--- src/pif_defines.svh ---
// Register indices, bit positions and response codes of the flag block.
`ifndef PIF_DEFINES_SVH
`define PIF_DEFINES_SVH

`define PIF_ADDR_W        12
`define PIF_DATA_W        8
`define PIF_IDX_W         10

`define PIF_IDX_CONTROL   10'h00b
`define PIF_IDX_FLAGS_ONE 10'h00c
`define PIF_IDX_FLAGS_TWO 10'h00d
`define PIF_IDX_ENAB_ONE  10'h08c
`define PIF_IDX_ENAB_TWO  10'h08d

`define PIF_BIT_GLOBAL    7
`define PIF_BIT_PARALLEL  7
`define PIF_BIT_RESERVED  6
`define PIF_BIT_RECEIVE   5
`define PIF_BIT_TRANSMIT  4
`define PIF_BIT_SYNC      3
`define PIF_BIT_CAPCMP1   2
`define PIF_BIT_PERIOD    1
`define PIF_BIT_OVERFLOW  0
`define PIF_BIT_CAPCMP2   0

`define PIF_RESET_BYTE    8'h00
`define PIF_RESP_OKAY     2'h0
`define PIF_RESP_SLVERR   2'h2

`endif

--- src/pif_pkg.sv ---
// Types shared by the peripheral interrupt flag block.
package pif_pkg;
`include "pif_defines.svh"

    typedef enum logic [1:0] {
        PIF_MODE_CAPTURE = 2'h0,
        PIF_MODE_COMPARE = 2'h1,
        PIF_MODE_PWM     = 2'h3,
        PIF_MODE_OFF     = 2'h2
    } pif_ccp_mode_t;

    typedef enum logic [2:0] {
        PIF_SEL_NONE  = 3'h0,
        PIF_SEL_CTRL  = 3'h1,
        PIF_SEL_FL1   = 3'h3,
        PIF_SEL_FL2   = 3'h2,
        PIF_SEL_EN1   = 3'h6,
        PIF_SEL_EN2   = 3'h7
    } pif_sel_t;

    typedef struct packed {
        logic [7:0] one;
        logic [7:0] two;
    } pif_bank_state_t;

    typedef struct packed {
        logic [11:0] awaddr;
        logic        aw_have;
        logic [7:0]  wdata;
        logic        wstrb0;
        logic        w_have;
        logic        awready;
        logic        wready;
        logic        bvalid;
        logic [1:0]  bresp;
        logic        arready;
        logic        rvalid;
        logic [7:0]  rdata;
        logic [1:0]  rresp;
        logic [7:0]  control;
        logic [7:0]  enab_one;
        logic [7:0]  enab_two;
        logic        irq;
    } pif_top_state_t;

endpackage : pif_pkg

--- src/pif_flag_if.sv ---
// Carrier between the bus side and the flag bank.
`timescale 1ns/100ps
interface pif_flag_if;
    logic [7:0] set_one;
    logic [7:0] set_two;
    logic [7:0] live_one;
    logic [7:0] wdata;
    logic       wr_one;
    logic       wr_two;
    logic [7:0] flags_one;
    logic [7:0] flags_two;

    modport ctl (output set_one, set_two, live_one, wdata, wr_one, wr_two,
                 input  flags_one, flags_two);
    modport bank (input  set_one, set_two, live_one, wdata, wr_one, wr_two,
                  output flags_one, flags_two);
endinterface : pif_flag_if

--- src/pif_top.sv ---
// Peripheral interrupt flag block with an AXI4-Lite register slave.
//
// Behaviour
// - Flags set on their event regardless of enable bits or global enable.
// - Absent serial transmitter and receiver bits read zero.
// - Sync serial flag sets on transfer done, stays until software clears.
// - Capture mode: first unit flag sets on timer capture, sticky.
// - Compare mode: flag sets on match, software clears; unused in pulse mode.
// - Period timer flag sets on count equal to limit, sticky.
// - Wide timer overflow flag sets on overflow, stays until written zero.
// - Receive flag is read-only and follows the full receive buffer.
// - Transmit flag is read-only and follows the empty transmit buffer.
// - With parallel port, top flag sets on each external read or write.
// - Second flag register holds the second capture/compare unit flag.
// - Second enable register holds the second unit interrupt enable.
// - Each flag of flag register one has an enable at the same position in enable one.
//
// Chosen here: the AXI4-Lite interface to the registers.
`timescale 1ns/100ps
`include "pif_defines.svh"
module pif_top import pif_pkg::*; #(
    parameter int HAS_USART   = 1,
    parameter int HAS_PSP     = 1,
    parameter int HAS_CAPCMP2 = 1
) (
    input  wire logic                    aclk,
    input  wire logic                    aresetn,
    input  wire logic [`PIF_ADDR_W-1:0]  awaddr,
    input  wire logic [2:0]              awprot,
    input  wire logic                    awvalid,
    output logic                         awready,
    input  wire logic [31:0]             wdata,
    input  wire logic [3:0]              wstrb,
    input  wire logic                    wvalid,
    output logic                         wready,
    output logic [1:0]                   bresp,
    output logic                         bvalid,
    input  wire logic                    bready,
    input  wire logic [`PIF_ADDR_W-1:0]  araddr,
    input  wire logic [2:0]              arprot,
    input  wire logic                    arvalid,
    output logic                         arready,
    output logic [31:0]                  rdata,
    output logic [1:0]                   rresp,
    output logic                         rvalid,
    input  wire logic                    rready,
    input  wire logic                    sync_serial_done,
    input  wire logic                    capcmp_one_event,
    input  wire pif_ccp_mode_t           capcmp_one_mode,
    input  wire logic                    period_timer_match,
    input  wire logic                    wide_timer_overflow,
    input  wire logic                    serial_receive_full,
    input  wire logic                    serial_transmit_empty,
    input  wire logic                    parallel_port_done,
    input  wire logic                    capcmp_two_event,
    input  wire pif_ccp_mode_t           capcmp_two_mode,
    output logic                         irq
);
    if (HAS_USART < 0 || HAS_USART > 1 || HAS_PSP < 0 || HAS_PSP > 1 ||
        HAS_CAPCMP2 < 0 || HAS_CAPCMP2 > 1) begin : g_param_check
        $error("Variant parameters must be 0 or 1.");
    end

    localparam logic [7:0] ENAB1_M = (HAS_USART != 0) ? 8'hff : 8'hcf;
    localparam logic [7:0] ENAB2_M = (HAS_CAPCMP2 != 0) ?
        (8'h01 << `PIF_BIT_CAPCMP2) : 8'h00;

    function automatic pif_sel_t decode(input logic [`PIF_ADDR_W-1:0] a);
        logic [`PIF_IDX_W-1:0] idx;
        idx = a[`PIF_ADDR_W-1:2];
        case (idx)
            `PIF_IDX_CONTROL:   decode = PIF_SEL_CTRL;
            `PIF_IDX_FLAGS_ONE: decode = PIF_SEL_FL1;
            `PIF_IDX_FLAGS_TWO: decode = PIF_SEL_FL2;
            `PIF_IDX_ENAB_ONE:  decode = PIF_SEL_EN1;
            `PIF_IDX_ENAB_TWO:  decode = PIF_SEL_EN2;
            default:            decode = PIF_SEL_NONE;
        endcase
    endfunction : decode

    function automatic logic [7:0] bit_at(input logic on, input int pos);
        bit_at = on ? (8'h01 << pos) : 8'h00;
    endfunction : bit_at

    pif_flag_if fl ();

    pif_flag_bank #(
        .HAS_USART (HAS_USART)
    ) u_bank (
        .aclk    (aclk),
        .aresetn (aresetn),
        .fl      (fl)
    );

    pif_top_state_t s_q;
    pif_top_state_t s_d;
    pif_sel_t       wsel;
    pif_sel_t       rsel;
    logic           commit;
    logic           capcmp_one_live;
    logic           capcmp_two_live;

    always_comb begin
        capcmp_one_live = capcmp_one_event &&
            (capcmp_one_mode == PIF_MODE_CAPTURE ||
             capcmp_one_mode == PIF_MODE_COMPARE);
        capcmp_two_live = (HAS_CAPCMP2 != 0) && capcmp_two_event &&
            (capcmp_two_mode == PIF_MODE_CAPTURE ||
             capcmp_two_mode == PIF_MODE_COMPARE);
        fl.set_one = bit_at(sync_serial_done, `PIF_BIT_SYNC)
            | bit_at(capcmp_one_live, `PIF_BIT_CAPCMP1)
            | bit_at(period_timer_match, `PIF_BIT_PERIOD)
            | bit_at(wide_timer_overflow, `PIF_BIT_OVERFLOW)
            | bit_at((HAS_PSP != 0) && parallel_port_done,
                     `PIF_BIT_PARALLEL);
        fl.set_two = bit_at(capcmp_two_live, `PIF_BIT_CAPCMP2);
        fl.live_one = bit_at(serial_receive_full, `PIF_BIT_RECEIVE)
            | bit_at(serial_transmit_empty, `PIF_BIT_TRANSMIT);
    end

    always_comb begin
        s_d    = s_q;
        wsel   = decode(s_q.awaddr);
        rsel   = decode(araddr);
        commit = s_q.aw_have && s_q.w_have && !s_q.bvalid;

        fl.wdata  = s_q.wdata;
        fl.wr_one = commit && s_q.wstrb0 && wsel == PIF_SEL_FL1;
        fl.wr_two = commit && s_q.wstrb0 && wsel == PIF_SEL_FL2;

        if (awvalid && s_q.awready) begin
            s_d.awaddr  = awaddr;
            s_d.aw_have = 1'b1;
            s_d.awready = 1'b0;
        end else if (!s_q.aw_have) begin
            s_d.awready = 1'b1;
        end
        if (wvalid && s_q.wready) begin
            s_d.wdata  = wdata[7:0];
            s_d.wstrb0 = wstrb[0];
            s_d.w_have = 1'b1;
            s_d.wready = 1'b0;
        end else if (!s_q.w_have) begin
            s_d.wready = 1'b1;
        end

        if (commit) begin
            s_d.aw_have = 1'b0;
            s_d.w_have  = 1'b0;
            s_d.awready = 1'b1;
            s_d.wready  = 1'b1;
            s_d.bvalid  = 1'b1;
            s_d.bresp   = (wsel == PIF_SEL_NONE) ?
                `PIF_RESP_SLVERR : `PIF_RESP_OKAY;
            if (s_q.wstrb0) begin
                case (wsel)
                    PIF_SEL_CTRL: s_d.control  =
                        bit_at(s_q.wdata[`PIF_BIT_GLOBAL], `PIF_BIT_GLOBAL);
                    PIF_SEL_EN1:  s_d.enab_one = s_q.wdata & ENAB1_M;
                    PIF_SEL_EN2:  s_d.enab_two = s_q.wdata & ENAB2_M;
                    default:      s_d.bresp    = s_q.bvalid ?
                        s_q.bresp : s_d.bresp;
                endcase
            end
        end else if (s_q.bvalid && bready) begin
            s_d.bvalid = 1'b0;
        end

        if (arvalid && s_q.arready) begin
            s_d.arready = 1'b0;
            s_d.rvalid  = 1'b1;
            s_d.rresp   = `PIF_RESP_OKAY;
            case (rsel)
                PIF_SEL_CTRL: s_d.rdata = s_q.control;
                PIF_SEL_FL1:  s_d.rdata = fl.flags_one;
                PIF_SEL_FL2:  s_d.rdata = fl.flags_two;
                PIF_SEL_EN1:  s_d.rdata = s_q.enab_one;
                PIF_SEL_EN2:  s_d.rdata = s_q.enab_two;
                default: begin
                    s_d.rdata = 8'h00;
                    s_d.rresp = `PIF_RESP_SLVERR;
                end
            endcase
        end else if (s_q.rvalid && rready) begin
            s_d.rvalid  = 1'b0;
            s_d.arready = 1'b1;
        end else if (!s_q.rvalid) begin
            s_d.arready = 1'b1;
        end

        s_d.irq = s_q.control[`PIF_BIT_GLOBAL] &&
            (((fl.flags_one & s_q.enab_one) != 8'h00) ||
             ((fl.flags_two & s_q.enab_two) != 8'h00));
    end

    always_ff @(posedge aclk) begin
        if (!aresetn) begin
            s_q <= '0;
        end else begin
            s_q <= s_d;
        end
    end

    assign awready = s_q.awready;
    assign wready  = s_q.wready;
    assign bvalid  = s_q.bvalid;
    assign bresp   = s_q.bresp;
    assign arready = s_q.arready;
    assign rvalid  = s_q.rvalid;
    assign rresp   = s_q.rresp;
    assign rdata   = {24'h000000, s_q.rdata};
    assign irq     = s_q.irq;
endmodule : pif_top

--- src/pif_flag_bank.sv ---
// Flag bank holding both peripheral flag registers.
`timescale 1ns/100ps
`include "pif_defines.svh"
module pif_flag_bank import pif_pkg::*; #(
    parameter int HAS_USART = 1
) (
    input wire logic aclk,
    input wire logic aresetn,
    pif_flag_if.bank fl
);
    localparam logic [7:0] LIVE_M = (HAS_USART != 0) ?
        ((8'h01 << `PIF_BIT_RECEIVE) | (8'h01 << `PIF_BIT_TRANSMIT)) : 8'h00;
    localparam logic [7:0] WR_M =
        ~((8'h01 << `PIF_BIT_RECEIVE) | (8'h01 << `PIF_BIT_TRANSMIT));

    pif_bank_state_t s_q;
    pif_bank_state_t s_d;

    always_comb begin
        s_d = s_q;
        if (fl.wr_one) begin
            s_d.one = fl.wdata & WR_M;
        end
        s_d.one = (s_d.one | fl.set_one) & WR_M;
        s_d.one = s_d.one | (fl.live_one & LIVE_M);
        if (fl.wr_two) begin
            s_d.two = fl.wdata;
        end
        s_d.two = s_d.two | fl.set_two;
    end

    always_ff @(posedge aclk) begin
        if (!aresetn) begin
            s_q <= '{one: `PIF_RESET_BYTE, two: `PIF_RESET_BYTE};
        end else begin
            s_q <= s_d;
        end
    end

    assign fl.flags_one = s_q.one;
    assign fl.flags_two = s_q.two;
endmodule : pif_flag_bank

--- config.mk ---
export PLATFORM = sky130hd
export DESIGN_NAME = pif_top
export DESIGN_NICKNAME = d
export VERILOG_FILES = /design/src/pif_pkg.sv /design/src/pif_flag_if.sv /design/src/pif_top.sv /design/src/pif_flag_bank.sv
export VERILOG_INCLUDE_DIRS = /design/src
export SDC_FILE = /design/constraint.sdc
export NUM_CORES = 1
export LEC_CHECK = 0
export BUFFER_PORTS_ARGS = -buffer_cell sky130_fd_sc_hd__buf_2
export CAP_MARGIN = 20
export CORE_MARGIN = 1
export CORE_UTILIZATION = 45
export CTS_CLUSTER_DIAMETER = 40
export CTS_CLUSTER_SIZE = 16
export DETAILED_ROUTE_END_ITERATION = 8
export PLACE_DENSITY = 0.76
export SETUP_SLACK_MARGIN = 0.3
export SLEW_MARGIN = 20
export SYNTH_ARGS = -nofsm -noshare
export SYNTH_HDL_FRONTEND = slang
export SYNTH_HIERARCHICAL = 1
export SYNTH_SLANG_ARGS = --single-unit
--- constraint.sdc ---
create_clock -name aclk -period 3.94 [get_ports aclk]
set_input_delay 0.197 -clock aclk [delete_from_list [all_inputs] [get_ports aclk]]
set_output_delay 0.197 -clock aclk [all_outputs]
set_load 0.05 [all_outputs]
[Yosys cells after proc, flatten, opt, wreduce, memory -nomap -nowiden]
Cells that the tools add are included.
Storage, ports and cells
  register bits: 74
  bits of input ports: 85
  output and inout bits: 42
  logic and storage cells: 118
Operators by class
  equality and inequality tests: 26
  multiplexer cells: 30
  bitwise logic cells: 11
  reductions and logical operators: 32
Operators by type and width (number)
  $eq A10 B4 Y1 const B: 6
  $eq A10 B8 Y1 const B: 4
  $pmux W8 S5: 1
  $mux W8: 4
  $pmux W3 S5: 2
  $reduce_bool A8 Y1: 2
  $mux W2: 7
  $logic_and A1 B1 Y1: 13
  $eq A3 B2 Y1 const B: 4
  $eq A3 B3 Y1 const B: 4
  $mux W1: 12
  $reduce_and A3 Y1: 3
  $and A8 B1 Y8: 1
  $and A8 B8 Y8: 1
  $or A4 B8 Y8: 1
  $or A8 B1 Y8: 1
  $or A8 B6 Y8: 1
  $or A8 B8 Y8: 1
  $eq A3 B1 Y1 const B: 2
  $mux W6: 1
  $ne A3 B1 Y1 const B: 2
  $or A6 B5 Y6: 1
  $mux W5: 1
  $reduce_or A5 Y1: 1
  17 further kinds: 23

[Depth between registers and ports, before layout]
Gate-level depths: netlist of the first run.
  depth after elaboration: 10
  depth in mapped cells: 6
  gate-level depth less buffers: 5

[Hierarchy]
Netlist of the first run, hierarchy kept.
Modules (own cells, without submodules)
  pif_top: instances 1, cells each 282, area each 2399.8 um2
  pif_flag_bank: instances 1, cells each 49, area each 675.6 um2

[Worst setup path before layout of the first run]
OpenSTA, ideal clock, no wires.
  path kind: register to register
  start point: register s_q, in the netlist bvalid
  end point: register u_bank.s_q, in the netlist u_bank/fl.flags_two[0]
  setup time: 115 ps
  data arrival time: 1896 ps
  setup slack: 1929 ps
  cell stages (with the launch flop): 7
  path buffers: 1
  path through: dfxtp_1 > and3b_1 > nand2_1 > nor4b_1 > buf_6 > mux2_4 > o21a_1
On the way
  longest elaborated chain between the ends: 6
RTL lines
  start, declared: line pif_top.sv:95  | pif_top_state_t s_q;
  start signal, assigned: line pif_top.sv:198  | s_q <= '0;
  start signal, assigned: line pif_top.sv:200  | s_q <= s_d;
  $logic_not A1 Y1: line pif_top.sv:125  | commit = s_q.aw_have && s_q.w_have && !s_q.bvalid;
  $logic_and A1 B1 Y1: line pif_top.sv:125
  $logic_and A1 B1 Y1 (2 in series): line pif_top.sv:129  | fl.wr_two = commit && s_q.wstrb0 && wsel == PIF_SEL_FL2;
  net fl.wr_two: line pif_flag_if.sv:9  | logic wr_two;
  $mux W8: line pif_flag_bank.sv:26  | if (fl.wr_two) begin
  $or A8 B1 Y8: line pif_flag_bank.sv:29  | s_d.two = s_d.two | fl.set_two;
  end signal, assigned: line pif_flag_bank.sv:34  | s_q <= '{one: `PIF_RESET_BYTE, two: `PIF_RESET_BYTE};
  end, declared: line pif_flag_bank.sv:16  | pif_bank_state_t s_q;
The timed path passes the listed nets, and every way through them passes these cells.
A chain may end at the register's enable or synchronous reset.

[Worst setup path in the final report of the first run]
  start point: register s_q, in the netlist bvalid
  end point: register u_bank.s_q, in the netlist u_bank/fl.flags_one[1]
On the way
  longest elaborated chain between the ends: 7
RTL lines
  $logic_not A1 Y1: line pif_top.sv:125
  $logic_and A1 B1 Y1: line pif_top.sv:125
  $logic_and A1 B1 Y1 (2 in series): line pif_top.sv:128  | fl.wr_one = commit && s_q.wstrb0 && wsel == PIF_SEL_FL1;
  net fl.wr_one: line pif_flag_if.sv:8  | logic wr_one;
  $mux W8: line pif_flag_bank.sv:21  | if (fl.wr_one) begin
  $or A8 B8 Y8: line pif_flag_bank.sv:24  | s_d.one = (s_d.one | fl.set_one) & WR_M;
  $or A8 B6 Y8: line pif_flag_bank.sv:25  | s_d.one = s_d.one | (fl.live_one & LIVE_M);
The timed path passes the listed nets, and every way through them passes these cells.

==> results.txt, run 1 <==
DP Wirelength - 4.28 mm
Run status - finished clean
Most common flop cell mapped by yosys - dfxtp_1
Hold EP - u_bank/fl.flags_one[4]
First-pass GRT wire length - 10.1 mm
RSZ-0062 raised after global routing - no
Area leader, netlist - dfxtp_1
Remaining DRCs - 0
Post-DR wirelength/cell - 12.8 µm
Most frequent cells in the layout - 69 x nand2_1, 63 x dfxtp_1, 61 x buf_2, 34 x conb_1, 22 x a21boi_0
Critical Path AT - 2.33 ns
Worst-Skew Late Latency - 0.34 ns
CTS clock-pin slew for the worst setup and hold paths - 0.07 ns
Main area contributors after synthesis - dfxtp_1 41%, buf_4 8.8%, nand2_1 8.4%
Maxcap violations - 0
Final min period - 2.10 ns
Reg-to-reg endpoint - u_bank/fl.flags_one[1]
Warning count from the yosys run - 6
Critical Path, Cell by Cell - and3b_1 > nand2_1 > nor4b_4 > mux2_4 > o21a_1
Slowest cell on crit path - nor4b_4
Mean number of vias per cell - 4.96
CORE AREA - 6460 µm²
WS Path Type - flop to flop
Io pins - 127
Worst slew pin tran - 0.730 ns
Slew Limit Fails - 0
Number of nets in the layout - 471
Relative slew slack - 51.0%
Global Route Usage Sum - 18.0%
Hold_sp - serial_transmit_empty
Reg2Reg Depth - 5
Worst Hold Depth - 2
Fraction of registers with async set or reset after synthesis - 0%
Post-CTS setup buffer count - 0
Initial Util - 47.6%
Synth-to-layout area growth - 12.6%
Detail Route Antenna Nets - 0
Post-synthesis cell type count - 44
Sequential-to-total area share from yosys stat - 41.0%
CTS H-tree lvls - 3
Peak Freq - 477 MHz
DRT iter0 DRCs - 113
CTS hold repair buffers - 0
GR Overflow Total - 0
Clk root buf - clkbuf_8
HP Class - primary input to flop
Worst vdd ir - 213 µV
Die Ht - 84.7 µm
Post-CTS Resized - 0
Clk_skew - 0.00698 ns
Number of I/O port buffers - 61
Static Leakage - 1.42 nW
CTS sink count - 63
Setup TNS - 0 ns
Vias in the first global route - 2116
Row count - 29
TritonCTS clock tree - done
Worst r2r src - bvalid
Clock power share - 36.5%
Total Die Area - 7170 µm²
Sw Pwr - 0.000391 W
Largest stage delay, worst path - 0.66 ns
Hold Vio Cnt, Final - 0
Pint - 0.000987 W
Power density cells - 398 nW/µm²
Critical path peak fanout - 6
Most common cell after layout, fill and taps aside - nand2_1
Via Count - 2323
Final setup fails - 0
Die Wd - 84.7 µm
Layout cell share with drive strength beyond 1 - 24.6%
R2R Setup Slk - 1.84 ns
Hold_ws - 0.0653 ns
Synth Area per Inst - 9.29 µm²
Post-route clock period utilization - 53.2%
Sequential fraction of design power - 49.8%
Post-synth EDFFs - 0
Share of the synthesized area in the top cell type - 41.0%
Logic pwr share - 13.7%
Critical Path Sink Type - flop
Startpoint Class - flop
1st-pass router iterations - 7
Clock buffer count from CTS - 9
Ant. Diodes - 0
Routability cong. - 0.794
Synth Instances - 331
Largest net degree at the start of global routing - 58
Switching share of power - 28.4%
Post-Syn Area - 3080 µm²
Initial antenna violation count - 0
#FFs+latches synth - 63
CTS Buffer Depth - 2
CP required - 4.17 ns
Total wire length - 5.98 mm
synthesized netlist by cell type (2+ instances only):
cell,n
dfxtp_1,63
nor2_1,5
mux2_4,14
clkbuf_1,10
a22o_1,7
nand2b_1,4
nor4b_1,4
nand3_1,2
buf_2,4
a21boi_0,22
buf_4,36
a21oi_1,5
a31oi_1,2
nor4bb_1,2
and4b_1,2
buf_6,2
o21ai_0,11
mux2i_1,16
nand2_1,69
o21a_1,16
nor2b_1,6
and2_1,4
inv_1,4
kinds of logic (layout without fill, tap and decap cells):
group	after synthesis	after routing	synth area share, %
other cells	1	34	0.122
compound gates	71	71	16.5
flops	63	63	41.0
buf+inv	56	83	11.9
simple gates	110	110	18.5
mux	30	30	12.0
state kept, by name, summed over array words and instances (netlist names):
| register | cells |
|---|---|
| s_q | 23 |
| u_bank/fl.flags_two | 8 |
| bresp | 1 |
| bvalid | 1 |
| rvalid | 1 |
| u_bank/fl.flags_one | 8 |
| wready | 1 |
| awready | 1 |
| irq | 1 |
| rresp | 1 |
| arready | 1 |
| fl.wdata | 8 |
| rdata | 8 |
routing by layer:
metal  global-route usage [%]  part of all wire (%)  vias to the layer above  routed length, µm
li1                         -                     -                     1183                  -
met1                     24.3                    50                     1054               2960
met2                     26.8                    44                       80               2630
met3                     4.82                   5.1                        6                304
met4                     8.32                   1.4                        0                 82
met5                        0                     0                        -                  0
stage by stage:
stage	total power, W	util, %	worst slack [ns]	area (µm²)	std cells
floorplan	0.000863	-	1.93	3200	364
finish	0.00138	53.6	1.84	3460	468
CTS	0.00139	53.5	1.51	3450	468
detailed placement	0.000888	50.8	1.59	3280	452
global route	0.00144	53.6	1.75	3460	468
global placement	0.000884	50.8	1.59	3280	452
critical path, delay by kind of cell (launching register included):
family,cells,cell delay (ns)
simple gates,3,1.15
mux,1,0.36
flops,1,0.32
compound gates,1,0.16
power by group through the flow:
stage / combinational [W] / clock [W] / sequential [W]
final: 0.000189 / 0.000503 / 0.000686
after global routing: 0.000206 / 0.000548 / 0.000689
after CTS: 0.000189 / 0.000512 / 0.000686
after detailed placement: 0.000188 / 0 / 0.000700
after global placement: 0.000186 / 0 / 0.000699
after floorplan: 0.000157 / 0 / 0.000706
layout make-up:
cell class | instances | area, µm²
clock inverter | 3 | 17.5
timing repair buffer | 63 | 320
inverter | 4 | 15.0
multi-input combinational | 245 | 1590
tap | 77 | 96.3
fill | 595 | 3000
sequential | 63 | 1260
clock buffer | 13 | 159
worst max path at each step:
stage | from | endpoint | slack [ns] | cells past startpoint
floorplan | bvalid | u_bank/fl.flags_two[0] | 1.93 | 6
global placement | s_q[59] | u_bank/fl.flags_one[1] | 1.59 | 5
detailed placement | bvalid | u_bank/fl.flags_one[1] | 1.59 | 5
CTS | s_q[59] | u_bank/fl.flags_one[1] | 1.51 | 5
global route | bvalid | u_bank/fl.flags_one[7] | 1.75 | 5
finish | bvalid | u_bank/fl.flags_one[1] | 1.84 | 5
Power figures use the tool's default switching activity.
==> run 2: changes to the inputs <==
--- a/config.mk
+++ b/config.mk
@@ -6,6 +6,7 @@
 export SDC_FILE = /design/constraint.sdc
 export NUM_CORES = 1
 export LEC_CHECK = 0
+export ABC_AREA = 1
 export BUFFER_PORTS_ARGS = -buffer_cell sky130_fd_sc_hd__buf_2
 export CAP_MARGIN = 20
 export CORE_MARGIN = 1
@@ -13,7 +14,7 @@
 export CTS_CLUSTER_DIAMETER = 40
 export CTS_CLUSTER_SIZE = 16
 export DETAILED_ROUTE_END_ITERATION = 8
-export PLACE_DENSITY = 0.76
+export PLACE_DENSITY = 0.75
 export SETUP_SLACK_MARGIN = 0.3
 export SLEW_MARGIN = 20
 export SYNTH_ARGS = -nofsm -noshare
==> constraint.sdc (replaced) <==
create_clock -name aclk -period 2.1 [get_ports aclk]
set_input_delay 0.105 -clock aclk [delete_from_list [all_inputs] [get_ports aclk]]
set_output_delay 0.105 -clock aclk [all_outputs]
set_load 0.05 [all_outputs]
==> run 2 against run 1 <==
  * Wire length up 15%
  * First-iteration DRC count rose by 60%
  * Clock power rose by 130%
  * Critical endpoint is now u_bank/fl.flags_two[5]
==> results.txt, run 2 <==
Hold Vio Cnt, Final - 0
TritonCTS clock tree - done
Post-synthesis cell type count - 31
DP Wirelength - 5.00 mm
Reg with most FFs - s_q
Die Wd - 86.1 µm
Post-route clock period utilization - 81.1%
Power density cells - 758 nW/µm²
Critical path peak fanout - 7
#FFs+latches synth - 63
Sequential fraction of design power - 46.1%
Logic pwr share - 13.5%
Most common cell in the netlist - nand2_1
Initial antenna violation count - 0
Most common cell after layout, fill and taps aside - nand2_1
CTS Buffer Depth - 2
Clk_skew - 0.00680 ns
Run status - finished clean
Tot Pwr - 0.00284 W
HP Class - primary input to flop
CTS clock-pin slew for the worst setup and hold paths - 0.07 ns
Final worst setup slack - 0.396 ns
R2R Setup Slk - 0.40 ns
Critical Path, Cell by Cell - inv_1 > nand3_1 > nor2_4 > nand3_2 > nor3_2 > nor2b_4 > buf_6 > inv_2 > nand2_1 > nand3_1 > nand2_1 > inv_1
Post-synth EDFFs - 0
Synth Instances - 459
Post-DR wirelength/cell - 10.9 µm
Slew Limit Fails - 0
Via Count - 2957
First-pass GRT wire length - 11.5 mm
Clock power share - 40.4%
Sequential-to-total area share from yosys stat - 39.7%
Most frequent cells in the layout - 118 x nand2_1, 63 x dfxtp_1, 62 x buf_2, 48 x inv_1, 48 x nor2_1
Most common flop cell mapped by yosys - dfxtp_1
Final min period - 1.70 ns
CTS sink count - 63
Total wire length - 6.89 mm
Synth Area per Inst - 6.93 µm²
Peak Freq - 587 MHz
Startpoint Class - flop
Synth cell count leaders - 118 x nand2_1, 63 x dfxtp_1, 49 x inv_1
Pint - 0.00203 W
Ant. Diodes - 0
Worst-Skew Late Latency - 0.34 ns
Critical Path AT - 1.95 ns
Clk root buf - clkbuf_8
Setup TNS - 0 ns
1st-pass router iterations - 5
Fraction of registers with async set or reset after synthesis - 0%
Number of flip-flops in the largest register - 23
GR Overflow Total - 0
Worst slack at placement - 0.332 ns
Warning count from the yosys run - 6
CTS H-tree lvls - 3
Maxcap violations - 0
Remaining DRCs - 0
Sw Pwr - 0.000807 W
Total Die Area - 7410 µm²
Die Ht - 86.1 µm
Fill cells - 682
WS Path Type - flop to flop
Share of the synthesized area in the top cell type - 39.7%
Largest net degree at the start of global routing - 40
RSZ-0062 raised after global routing - yes
Worst vdd ir - 494 µV
CP required - 2.35 ns
CORE AREA - 6790 µm²
Mean number of vias per cell - 4.68
DRT iter0 DRCs - 181
Number of I/O port buffers - 61
Synth-to-layout area growth - 17.6%
Io pins - 127
Number of nets in the layout - 616
Clock buffer count from CTS - 9
Area leader, netlist - dfxtp_1
Vias in the first global route - 2637
Detail Route Antenna Nets - 0
Static Leakage - 1.79 nW
Initial Util - 46.8%
Routability cong. - 0.870
Post-Syn Area - 3180 µm²
Main area contributors after synthesis - dfxtp_1 40%, nand2_1 14%, buf_4 8.5%
Switching share of power - 28.4%
Slowest cell on crit path - dfxtp_1
Critical Path Sink Type - flop
Largest stage delay, worst path - 0.31 ns
Global Route Usage Sum - 19.7%
Row count - 30
Layout cell share with drive strength beyond 1 - 22.8%
Final setup fails - 0
## run 2: cell types whose count changed after synthesis, sizes merged, moves of 14 or more
cell / change
a21oi: +19
a21boi: -23
mux2i: -16
o21a: -15
nor2: +57
mux2: -14
nand2: +53
inv: +56
nand3: +39
## run 2: metal layers
layer  track usage, %  vias to the layer above  part of all wire, %
met5                0                        -                    0
met4             5.61                        0                  2.3
met3             6.35                       21                  8.1
met2             32.8                      123                   45
met1             24.5                     1304                   45
li1                 -                     1509                    -
## run 2: power groups by stage
stage,sequential (W),combinational [W],clock [W]
after floorplan,0.00134,0.000308,0
after global placement,0.00133,0.000360,0
after detailed placement,0.00133,0.000369,0
after CTS,0.00131,0.000376,0.00116
after global routing,0.00131,0.000426,0.00121
final,0.00131,0.000383,0.00114
## run 2: final timing paths
kind	from	to	depth (start not counted)
hold / removal	awaddr[11]	s_q[64]	3
hold reg to reg	rdata[2]	rdata[2]	2
setup / recovery	s_q[56]	u_bank/fl.flags_two[5]	12
setup reg to reg	s_q[56]	u_bank/fl.flags_two[5]	12
## run 2: logic make-up (layout without fill, tap and decap cells)
kind of cell / Yosys count / count (layout) / share of synthesized area [%]
AO/OA/AOI/OAI: 50 / 50 / 8.26
other: 1 / 34 / 0.118
flip-flops: 63 / 63 / 39.7
AND/OR/NAND/NOR: 239 / 239 / 34.3
buffers and inverters: 106 / 150 / 17.7
## run 2: through the flow
stage          utilization [%]  cells  hold WS, ns  instance area [µm²]
2_1_floorplan                -    492        0.203                 3300
3_3_place_gp              50.3    606        0.300                 3420
3_5_place_dp              50.3    606        0.289                 3420
4_1_cts                   54.0    626      0.00350                 3670
5_1_grt                   55.0    632       0.0138                 3740
6_report                  55.0    632       0.0115                 3740
## run 2: timing repair
action | 4_1_cts | 5_1_grt
hold buffers | 4 | 0
setup buffers | 0 | 5
endpoints found under the setup margin | 0 | 14
endpoints found under the hold margin | 4 | 0
resized for setup | 0 | 8
## run 2: final cells by class
type / count / area (µm²) / area share [%]
multi-input cells: 323 / 1500 / 40.2
flip-flops and latches: 63 / 1260 / 33.7
repair buffers: 73 / 407 / 10.9
inverters: 61 / 234 / 6.26
clock buffers: 11 / 131 / 3.51
well taps: 96 / 120 / 3.21
clock inverters: 5 / 82.6 / 2.21
## run 2: worst max-delay path, delay by kind of cell (launching register included)
kind	cells	cell delay, ns
DFF	1	0.31
buffers and inverters	4	0.34
and+or+nand+nor	8	0.95
==> run 3: changes to the inputs <==
--- a/config.mk
+++ b/config.mk
@@ -6,15 +6,15 @@
 export SDC_FILE = /design/constraint.sdc
 export NUM_CORES = 1
 export LEC_CHECK = 0
-export ABC_AREA = 1
+export ABC_AREA = 0
 export BUFFER_PORTS_ARGS = -buffer_cell sky130_fd_sc_hd__buf_2
 export CAP_MARGIN = 20
 export CORE_MARGIN = 1
-export CORE_UTILIZATION = 45
+export CORE_UTILIZATION = 43
 export CTS_CLUSTER_DIAMETER = 40
 export CTS_CLUSTER_SIZE = 16
 export DETAILED_ROUTE_END_ITERATION = 8
-export PLACE_DENSITY = 0.75
+export PLACE_DENSITY = 0.76
 export SETUP_SLACK_MARGIN = 0.3
 export SLEW_MARGIN = 20
 export SYNTH_ARGS = -nofsm -noshare
==> constraint.sdc (replaced) <==
create_clock -name aclk -period 1.45 [get_ports aclk]
set_input_delay 0.0725 -clock aclk [delete_from_list [all_inputs] [get_ports aclk]]
set_output_delay 0.0725 -clock aclk [all_outputs]
set_load 0.05 [all_outputs]
==> run 3 against run 2 <==
  * The flow now finishes with violations (setup timing)
  * Combinational power up 61%
  * Worst setup slack lost 0.76 ns
  * First-iteration DRC count fell by 51%
  * Final cell count fell by 16%
  * Hold slack gained 0.0035 ns
  * Die area rose by 1.2%
  * Cell area up 7.6%
  * Global-route usage down 1.1 points
  * Clock skew up 0.00074 ns
  * Utilization is 3.5 points higher
  * Wire length shrank 4.4%
==> results.txt, run 3 (same netlist as run 1, synthesis figures left out) <==
Worst r2r src - s_q[59]
Die Wd - 86.6 µm
Initial antenna violation count - 0
Final setup fails - 23
DP Cell Count - 487
Global Route Usage Sum - 18.7%
Reg2Reg Depth - 6
Maxcap violations - 0
Initial Util - 44.8%
Via Count - 2514
Final min period - 1.82 ns
Fill cells - 600
TritonCTS clock tree - done
Slew Limit Fails - 0
Power density cells - 978 nW/µm²
Critical Path Sink Type - flop
Layout cell share with drive strength beyond 1 - 31.6%
Total wire length - 6.59 mm
Slowest cell on crit path - dfxtp_2
Detail Route Antenna Nets - 0
Most common cell after layout, fill and taps aside - nand2_1
Hold Vio Cnt, Final - 0
CTS Buffer Depth - 2
Row count - 30
Worst-Skew Late Latency - 0.33 ns
Worst Hold Depth - 3
DRT iter0 DRCs - 88
Remaining DRCs - 0
CTS clock-pin slew for the worst setup and hold paths - 0.07 ns
Ant. Diodes - 0
First-pass GRT wire length - 10.8 mm
Run status - finished with violations
Post-DR wirelength/cell - 12.4 µm
WS Path Type - flop to flop
GR Overflow Total - 0
Most frequent cells in the layout - 67 x nand2_1, 61 x buf_2, 55 x dfxtp_1, 34 x conb_1, 24 x dlygate4sd3_1
Largest net degree at the start of global routing - 31
Reg with most FFs - s_q
Vias in the first global route - 2403
RSZ-0062 raised after global routing - yes
Io pins - 127
Final Util - 58.6%
Largest stage delay, worst path - 0.34 ns
Tot Pwr - 0.00393 W
Worst vdd ir - 647 µV
Static Leakage - 1.71 nW
R2R Setup Slk - -0.37 ns
CP required - 1.67 ns
Number of flip-flops in the largest register - 23
Synth-to-layout area growth - 30.8%
Fin cells - 530
Final worst setup slack - -0.365 ns
Clk_skew - 0.00754 ns
CORE AREA - 6870 µm²
DP Wirelength - 4.68 mm
Worst slack at placement - -0.385 ns
Startpoint Class - flop
Number of I/O port buffers - 61
Routability cong. - 0.784
Post-route clock period utilization - 125%
Number of nets in the layout - 514
Peak Freq - 551 MHz
Hold_ws - 0.0150 ns
Critical Path, Cell by Cell - nor4b_4 > nand2_2 > nor4b_2 > buf_4 > mux2_4 > o21a_1
Reg-to-reg endpoint - u_bank/fl.flags_one[7]
Met3 Resource Use GR - 5.14%
Hold EP - s_q[43]
HP Class - primary input to flop
Failing checks - setup timing
Critical Path AT - 2.03 ns
Die Ht - 86.6 µm
Hold_sp - wstrb[0]
Critical path peak fanout - 6
Clock buffer count from CTS - 9
Most Crowded Layer GR - met2
Total Die Area - 7490 µm²
Mean number of vias per cell - 4.74
Routing usage on met2 - 30.8%
GR Util met1 - 23.6%
CTS sink count - 63
CTS H-tree lvls - 3
1st-pass router iterations - 4
Clk root buf - clkbuf_8
[run 3: cell count changes in the layout (fill, tap and decap cells not counted), sizes merged, moves of 14 or more]
cell         delta
mux2i          +16
inv            -56
dlygate4sd3    +20
a21oi          -19
nand2          -53
nand3          -39
o21a           +15
nor2           -57
mux2           +14
a21boi         +23
[run 3: worst max path at each step]
stage | to | cells past startpoint | startpoint
2_1_floorplan | u_bank/fl.flags_two[0] | 6 | s_q[61]
3_3_place_gp | u_bank/fl.flags_two[6] | 6 | s_q[61]
3_5_place_dp | u_bank/fl.flags_two[1] | 6 | s_q[61]
4_1_cts | u_bank/fl.flags_one[7] | 6 | s_q[59]
5_1_grt | u_bank/fl.flags_one[6] | 6 | s_q[59]
6_report | u_bank/fl.flags_one[7] | 6 | s_q[59]
[run 3: timing repair]
action,in CTS,in global routing
pin swaps,13,4
gates resized for setup,13,8
hold buffers,24,0
buffers inserted,2,1
hold endpoints to repair,24,0
setup endpoints to repair,28,30
[run 3: final cells by class]
type	instances	area, µm²	share of cell area [%]
multi-input combinational	245	1680	41.9
sequential	63	1280	31.9
timing repair buffer	106	723	18.0
clock buffer	14	184	4.57
tap	96	120	2.99
inverter	4	17.5	0.435
clock inverter	2	12.5	0.311
[run 3: critical path: cells and delay by family, from the launching register on]
family,cells,cell delay (ns)
mux,1,0.32
simple gates,3,0.64
compound gates,1,0.17
buf+inv,1,0.22
flops,1,0.34
[run 3: report_power, final]
| part | total [W] | internal (W) | switching, W | leakage, nW |
|---|---|---|---|---|
| logic | 0.000617 | 0.000242 | 0.000375 | 1.09 |
| registers | 0.00187 | 0.00180 | 0.0000636 | 0.520 |
| clock network | 0.00145 | 0.000817 | 0.000633 | 0.0978 |
[run 3: per-layer routing]
layer  share of wire [%]  vias up
met3                 5.7        6
met4                 1.3        0
met5                   0        -
met2                  46       96
met1                  47     1146
li1                    -     1266
[run 3: through the flow]
stage	TNS (ns)	cell area, µm²
2_1_floorplan	-3.01	3250
3_3_place_gp	-4.87	3470
3_5_place_dp	-6.09	3470
4_1_cts	-6.89	3980
5_1_grt	-8.28	4020
6_report	-6.70	4020
